### src/design/hbf_pkg.sv
package hbf_pkg;
	localparam int NUM_BRIDGES = 3;
	localparam int HOLD_SYNC_LEN = 2;
	// mode pin codes: mode_select_2..0
	localparam logic [2:0] MODE_LIMIT_PHASES = 3'h0;
	localparam logic [2:0] MODE_LIMIT_BRIDGES = 3'h1;
	localparam logic [2:0] MODE_TRIP_PHASES = 3'h2;
	localparam logic [2:0] MODE_TRIP_BRIDGES = 3'h3;
	localparam int MODE_LATCHED_BIT = 1;
	localparam int MODE_BRIDGE_BIT = 0;
	// hold inputs idle high
	localparam logic HOLD_PREV_RESET = 1'b1;
	// bridge output drive codes: {hs_on, ls_on}
	localparam logic [1:0] GATE_OFF = 2'h0;
	localparam logic [1:0] GATE_LS = 2'h1;
	localparam logic [1:0] GATE_HS = 2'h2;
endpackage

### src/design/hbf_bridge.sv
`timescale 1ns/1ps
// one half-bridge: latched trip, per-cycle limit, hold-edge clear
module hbf_bridge (
	input wire logic clk,
	input wire logic rst_n,
	input wire logic ce,
	input wire logic run,
	input wire logic latched_mode,
	input wire logic pwm,
	input wire logic hold_n,
	input wire logic overcurrent_high,
	input wire logic overcurrent_low,
	output logic hold_rise,
	output logic tripped,
	output logic high_on,
	output logic low_on,
	output logic drive_en
);
	typedef struct packed {
		logic hold_prev;
		logic trip;
		logic hs_limit;
		logic ls_limit;
		logic pwm_prev;
		logic hs;
		logic ls;
		logic en;
	} hbf_bridge_state_t;

	hbf_bridge_state_t q;
	hbf_bridge_state_t next_q;
	logic new_cycle;

	always_comb begin
		next_q = q;
		hold_rise = hold_n && !q.hold_prev;
		new_cycle = pwm && !q.pwm_prev;
		next_q.hold_prev = hold_n;
		next_q.pwm_prev = pwm;
		// supply or thermal stops leave a latched trip in place; only a hold release clears it
		if (hold_rise) begin
			next_q.trip = 1'b0;
		end
		if (run && latched_mode && (overcurrent_high || overcurrent_low)) begin
			next_q.trip = 1'b1;
		end
		// limits end at the next rising pwm edge, which starts a new cycle
		if (new_cycle || latched_mode || !run) begin
			next_q.hs_limit = 1'b0;
			next_q.ls_limit = 1'b0;
		end
		if (run && !latched_mode && overcurrent_high) begin
			next_q.hs_limit = 1'b1;
		end
		if (run && !latched_mode && overcurrent_low) begin
			next_q.ls_limit = 1'b1;
		end
		next_q.en = run && hold_n && !next_q.trip;
		if (next_q.hs_limit) begin
			next_q.hs = 1'b0;
			next_q.ls = 1'b1;
		end else if (next_q.ls_limit) begin
			next_q.hs = 1'b0;
			next_q.ls = 1'b0;
		end else begin
			next_q.hs = pwm;
			next_q.ls = !pwm;
		end
		if (!next_q.en) begin
			next_q.hs = 1'b0;
			next_q.ls = 1'b0;
		end
	end

	always_ff @(posedge clk or negedge rst_n) begin
		if (!rst_n) begin
			// a low reset value would fake a hold release on the first edge
			q <= '{hold_prev: hbf_pkg::HOLD_PREV_RESET, default: 1'b0};
		end else if (ce) begin
			q <= next_q;
		end
	end

	// next value, so the indicator follows a trip or a clear on the same edge
	assign tripped = next_q.trip;
	assign high_on = q.hs;
	assign low_on = q.ls;
	assign drive_en = q.en;
endmodule

### src/design/hbf_fault_ctrl.sv
`timescale 1ns/1ps
// Summary of operation
// - power-up clears overcurrent state; outputs idle until gate and logic supplies good.
// - any supply below threshold: all bridges high impedance, shutdown indicator low.
// - recovery from undervoltage is automatic once all supplies are good again.
// - each bridge has an active-low hold; low forces both transistors off.
// - hold rising edge clears that bridge's latched trip and releases the indicator.
// - thermal shutdown clears only after all three holds have risen.
// - mode pins select per-cycle limiting or latched trip; bit 0 only reports three-phase or half-bridge use.
// - per-cycle mode, high-side overcurrent: high off, low on until next cycle.
// - per-cycle mode, low-side overcurrent: both off until next cycle.
// - latched mode: overcurrent trips the bridge until its hold pulses.
// - indicator and warning outputs encode normal, warning, shutdown, both.
module hbf_fault_ctrl #(
	parameter int BRIDGES = hbf_pkg::NUM_BRIDGES
) (
	input wire logic MCLK,
	input wire logic RESET_N,
	input wire logic CLK_EN,
	input wire logic GATE_DRIVE_SUPPLY_OK,
	input wire logic LOGIC_SUPPLY_OK,
	input wire logic [BRIDGES-1:0] BOOTSTRAP_OK,
	input wire logic [2:0] MODE_SELECT,
	input wire logic [BRIDGES-1:0] PWM,
	input wire logic [BRIDGES-1:0] HOLD_N,
	input wire logic [BRIDGES-1:0] OVERCURRENT_HIGH,
	input wire logic [BRIDGES-1:0] OVERCURRENT_LOW,
	input wire logic OVERTEMP_WARN,
	input wire logic OVERTEMP_TRIP,
	output logic [BRIDGES-1:0] HIGH_ON,
	output logic [BRIDGES-1:0] LOW_ON,
	output logic [BRIDGES-1:0] DRIVE_EN,
	output logic LATCHED_MODE,
	output logic INDEPENDENT_BRIDGE_USE,
	output logic FAULT_N,
	output logic THERMAL_WARNING_N
);
	if (BRIDGES != hbf_pkg::NUM_BRIDGES) begin : gen_bad_count
		$error("bridge count must be three");
	end

	typedef struct packed {
		logic powered;
		logic thermal_shutdown;
		logic [BRIDGES-1:0] seen_rise;
		logic fault_n;
		logic warn_n;
	} hbf_state_t;

	hbf_state_t q;
	hbf_state_t next_q;
	logic supply_low_guard;
	logic run;
	logic latched;
	logic [BRIDGES-1:0] hold_rise;
	logic [BRIDGES-1:0] tripped;

	// mode bit 1 picks the latched trip; bit 0 only reports bridge use
	assign latched = MODE_SELECT[hbf_pkg::MODE_LATCHED_BIT];
	assign supply_low_guard = !GATE_DRIVE_SUPPLY_OK || !LOGIC_SUPPLY_OK || !(&BOOTSTRAP_OK);
	// drive gated combinationally so undervoltage acts without a cycle of delay
	assign run = q.powered && !supply_low_guard && !q.thermal_shutdown;

	genvar g;
	generate
		for (g = 0; g < BRIDGES; g++) begin : gen_bridge
			logic hs;
			logic ls;
			logic en;
			hbf_bridge u_bridge (
				.clk(MCLK),
				.rst_n(RESET_N),
				.ce(CLK_EN),
				.run(run),
				.latched_mode(latched),
				.pwm(PWM[g]),
				.hold_n(HOLD_N[g]),
				.overcurrent_high(OVERCURRENT_HIGH[g]),
				.overcurrent_low(OVERCURRENT_LOW[g]),
				.hold_rise(hold_rise[g]),
				.tripped(tripped[g]),
				.high_on(hs),
				.low_on(ls),
				.drive_en(en)
			);
			assign HIGH_ON[g] = hs && run;
			assign LOW_ON[g] = ls && run;
			assign DRIVE_EN[g] = en && run;
		end
	endgenerate

	always_comb begin
		next_q = q;
		// power-up: released only once gate and logic supplies are good
		if (GATE_DRIVE_SUPPLY_OK && LOGIC_SUPPLY_OK) begin
			next_q.powered = 1'b1;
		end
		next_q.seen_rise = q.seen_rise | hold_rise;
		if (&next_q.seen_rise) begin
			next_q.thermal_shutdown = 1'b0;
			next_q.seen_rise = '0;
		end
		// a new trip wins over a clear in the same cycle
		if (OVERTEMP_TRIP) begin
			next_q.thermal_shutdown = 1'b1;
			next_q.seen_rise = '0;
		end
		next_q.fault_n = !(supply_low_guard || next_q.thermal_shutdown || (|tripped));
		next_q.warn_n = !OVERTEMP_WARN;
	end

	always_ff @(posedge MCLK or negedge RESET_N) begin
		if (!RESET_N) begin
			q <= '0;
		end else if (CLK_EN) begin
			q <= next_q;
		end
	end

	assign FAULT_N = q.fault_n;
	assign THERMAL_WARNING_N = q.warn_n;
	assign LATCHED_MODE = latched;
	assign INDEPENDENT_BRIDGE_USE = MODE_SELECT[hbf_pkg::MODE_BRIDGE_BIT];
endmodule

### config.mk
export PLATFORM = sky130hd
export DESIGN_NAME = hbf_fault_ctrl
export DESIGN_NICKNAME = d
export VERILOG_FILES = /design/src/design/hbf_pkg.sv /design/src/design/hbf_bridge.sv /design/src/design/hbf_fault_ctrl.sv
export SDC_FILE = /design/constraint.sdc
export NUM_CORES = 1
export LEC_CHECK = 0
export BUFFER_PORTS_ARGS = -buffer_cell sky130_fd_sc_hd__buf_2
export CORE_AREA = 2 2 58 71
export CTS_CLUSTER_DIAMETER = 40
export DETAILED_ROUTE_END_ITERATION = 10
export DIE_AREA = 0 0 60 73
export GPL_TIMING_DRIVEN = 0
export PLACE_DENSITY = 0.7
export SLEW_MARGIN = 20
export SYNTH_ARGS = -nofsm -noshare
export SYNTH_HDL_FRONTEND = slang
export SYNTH_HIERARCHICAL = 1
export SYNTH_SLANG_ARGS = --single-unit
### constraint.sdc
create_clock -name MCLK -period 2.1 [get_ports MCLK]
set_input_delay 0.315 -clock MCLK [delete_from_list [all_inputs] [get_ports MCLK]]
set_output_delay 0.315 -clock MCLK [all_outputs]
set_load 0.03 [all_outputs]
==> results.json <==
{
  "status": "completed",
  "ys_types": 31,
  "slew_headroom_pct": 55.10,
  "regToRegStartpoint": "q[6]",
  "dp_slack_ns": -0.2339,
  "antennaDiodeCount": 0,
  "die_h_um": 73,
  "synth_top_area_share_pct": 39.74,
  "async_flop_share_pct": 100.0,
  "core_um2": 3785,
  "utilization_pct": 56.03,
  "crit_slowest_cell": "dfrtp_1",
  "row_count": 25,
  "grt_pass1_vias": 1310,
  "ir_drop_mv": 0.3736,
  "drt_iter0_markers": 49,
  "tightest_slew_ns": 0.6734,
  "clkLatencyLatePin_ns": 0.28,
  "cts_sinks": 31,
  "powerDensity_nw_per_um2": 620.2,
  "die_w_um": 60,
  "via_per_inst": 5.217,
  "drt-total-wl_um": 3343,
  "antenna_found_initial": 0,
  "rsz0062_at_grt": "no",
  "ys_seq_area_share_pct": 44.22,
  "cp_data_required_time_ns": 1.78,
  "synthFlopType": "dfrtp_1",
  "fmax_ghz": 0.5581,
  "hold_path.class": "input port to asynchronous set/reset pin",
  "grt_remaining_overflow": 0,
  "yosys-top-cells-area": "dfrtp_1 40%, mux2_2 5.7%, dfstp_2 4.5%",
  "cts-htree-levels": 2,
  "cts_made_buffers": 5,
  "drv_slew": 0,
  "cts.root.buffer_cell": "clkbuf_8",
  "finalCritPeriodShare_pct": 85.32,
  "synth.most_common_cell": "dfrtp_1",
  "cts.clk_slew.worst_paths_ns": 0.06,
  "nets": 237,
  "area.growth.synth_to_final_pct": 20.30,
  "syn_nets": 195,
  "hpwl_um": 2454,
  "clock_skew_ns": 0.003928,
  "place.gp.congestion": 0.7997,
  "synth_top_area_cell": "dfrtp_1",
  "ant_nets": 0,
  "grt_max_degree": 32,
  "period_needed_ns": 1.792,
  "cts_tree": "yes",
  "port-buffer-count": 34,
  "first_pass_iters": 4,
  "ys_ff_latch": 31,
  "crit_path_start": "q[5]",
  "fillCellCount": 355,
  "cp.arrival_ns": 1.48,
  "yosys_warnings": 6,
  "groute.usage.overall_pct": 17.34,
  "leakagePower_uw": 0.0009405,
  "start_util_pct": 46.58,
  "hold_viol_final": 0,
  "num_vias": 1393,
  "worst_path_largest_cell_delay_ns": 0.41,
  "clock_path_buffers": 2,
  "cts_resized": 0,
  "num_io_pins": 38,
  "crit_chain": "nor4b_4 > buf_12 > and2_1 > buf_2",
  "fin_ws_ns": 0.3083,
  "yosys-top-cells-count": "28 x dfrtp_1, 16 x inv_1, 13 x nand2_1, 12 x a21oi_1, 11 x o21ai_0",
  "setup_viol": 0,
  "worst-setup-path-type": "flop to output port",
  "wl_per_cell_um": 12.52,
  "dieArea_um2": 4380,
  "worst-path-max-fanout": 18,
  "syn_area_um2": 1763,
  "synth_area_per_cell_um2": 10.37,
  "power_uw": 1315,
  "drive_gt1_share_pct": 36.15,
  "syn_inst": 170,
  "synth-edff-count": 0,
  "start_kind": "flop",
  "cap_viol_max_count": 0,
  "grt_pass1_wl_um": 5699,
  "drc": 0,
  "cp-end-kind": "output port",
  "hold_buffers": 0
}
per-stage QoR:
stage | hold slack (ns) | instance area [um2] | instances | TNS (ns)
after floorplan | 0.01941 | 1763 | 170 | 0
after global placement | 0.4141 | 2001 | 258 | -1.867
after detailed placement | 0.4082 | 2001 | 258 | -1.702
after CTS | 0.09589 | 2121 | 267 | 0
after global routing | 0.1424 | 2121 | 267 | 0
final | 0.07102 | 2121 | 267 | 0
layout make-up:
cell class	count	area [um2]	area share, %
Multi-Input combinational cell	117	869.6	41.00
Sequential cell	31	779.5	36.76
Clock buffer	8	100.1	4.720
Tap cell	54	67.56	3.186
Buffer	6	53.80	2.537
Timing Repair Buffer	35	190.2	8.968
Inverter	16	60.06	2.832
flip-flops by register name, indices dropped and copies added (netlist names):
register and cells:
gen_bridge.u_bridge/high_on 3, THERMAL_WARNING_N 1, q 5, FAULT_N 1, gen_bridge.u_bridge/low_on 3, gen_bridge.u_bridge/drive_en 3
gen_bridge.u_bridge/q 15
cells in the final DEF, fill, tap and decap left out, types with 4 or more instances in the layout:
master | netlist | final
nand2b_1 | 7 | 7
o31ai_1 | 4 | 4
nand3_1 | 4 | 4
mux2_2 | 9 | 9
clkbuf_8 | 0 | 7
nor2b_1 | 6 | 6
inv_1 | 16 | 16
o21ai_0 | 11 | 11
nor2_1 | 6 | 6
buf_2 | 1 | 35
dfrtp_1 | 28 | 28
nand2_1 | 13 | 13
and2_1 | 9 | 9
a21oi_1 | 12 | 12
layer usage:
layer	track usage (%)	vias up	part of all wire (%)
met5	0	-	0
met1	20.41	677	44
met3	5.674	2	3.7
li1	-	692	-
met4	5.926	0	0.42
met2	29.23	22	52
repair_timing:
item	CTS	global route
buffers inserted	1	0
endpoints found under the setup margin	19	0
hold endpoints to repair	0	0
path summary, 6_finish.rpt:
kind | depth (start not counted) | slack (ns) | end
worst max-delay path | 4 | 0.31 | LOW_ON[1]
max in group asynchronous | 1 | 1.59 | gen_bridge[1].u_bridge/q[5]
min in group MCLK | 2 | 0.23 | THERMAL_WARNING_N
worst max register to register | 7 | 0.34 | FAULT_N
worst min-delay path | 1 | 0.07 | gen_bridge[0].u_bridge/drive_en
worst min register to register | 2 | 0.48 | THERMAL_WARNING_N
report_power, final:
group	leakage, uW	total, uW	switching [uW]	internal, uW
Clock	0.0000515	507	208	299
Sequential	0.000401	647	19.3	628
Combinational	0.000488	161	92.9	68.3
critical path: cells and delay by family (launching register included):
kind	cells	cell delay [ns]
buffers and inverters	2	0.38
and+or+nand+nor	2	0.40
DFF	1	0.41
cell families after synthesis:
family	after synthesis	share of synthesized area [%]
AOI/OAI and AO/OA	52	22.85
buffers and inverters	22	6.458
DFF	31	44.22
muxes	9	5.749
and+or+nand+nor	56	20.72
No activity file was read; power rests on OpenSTA's default activity.
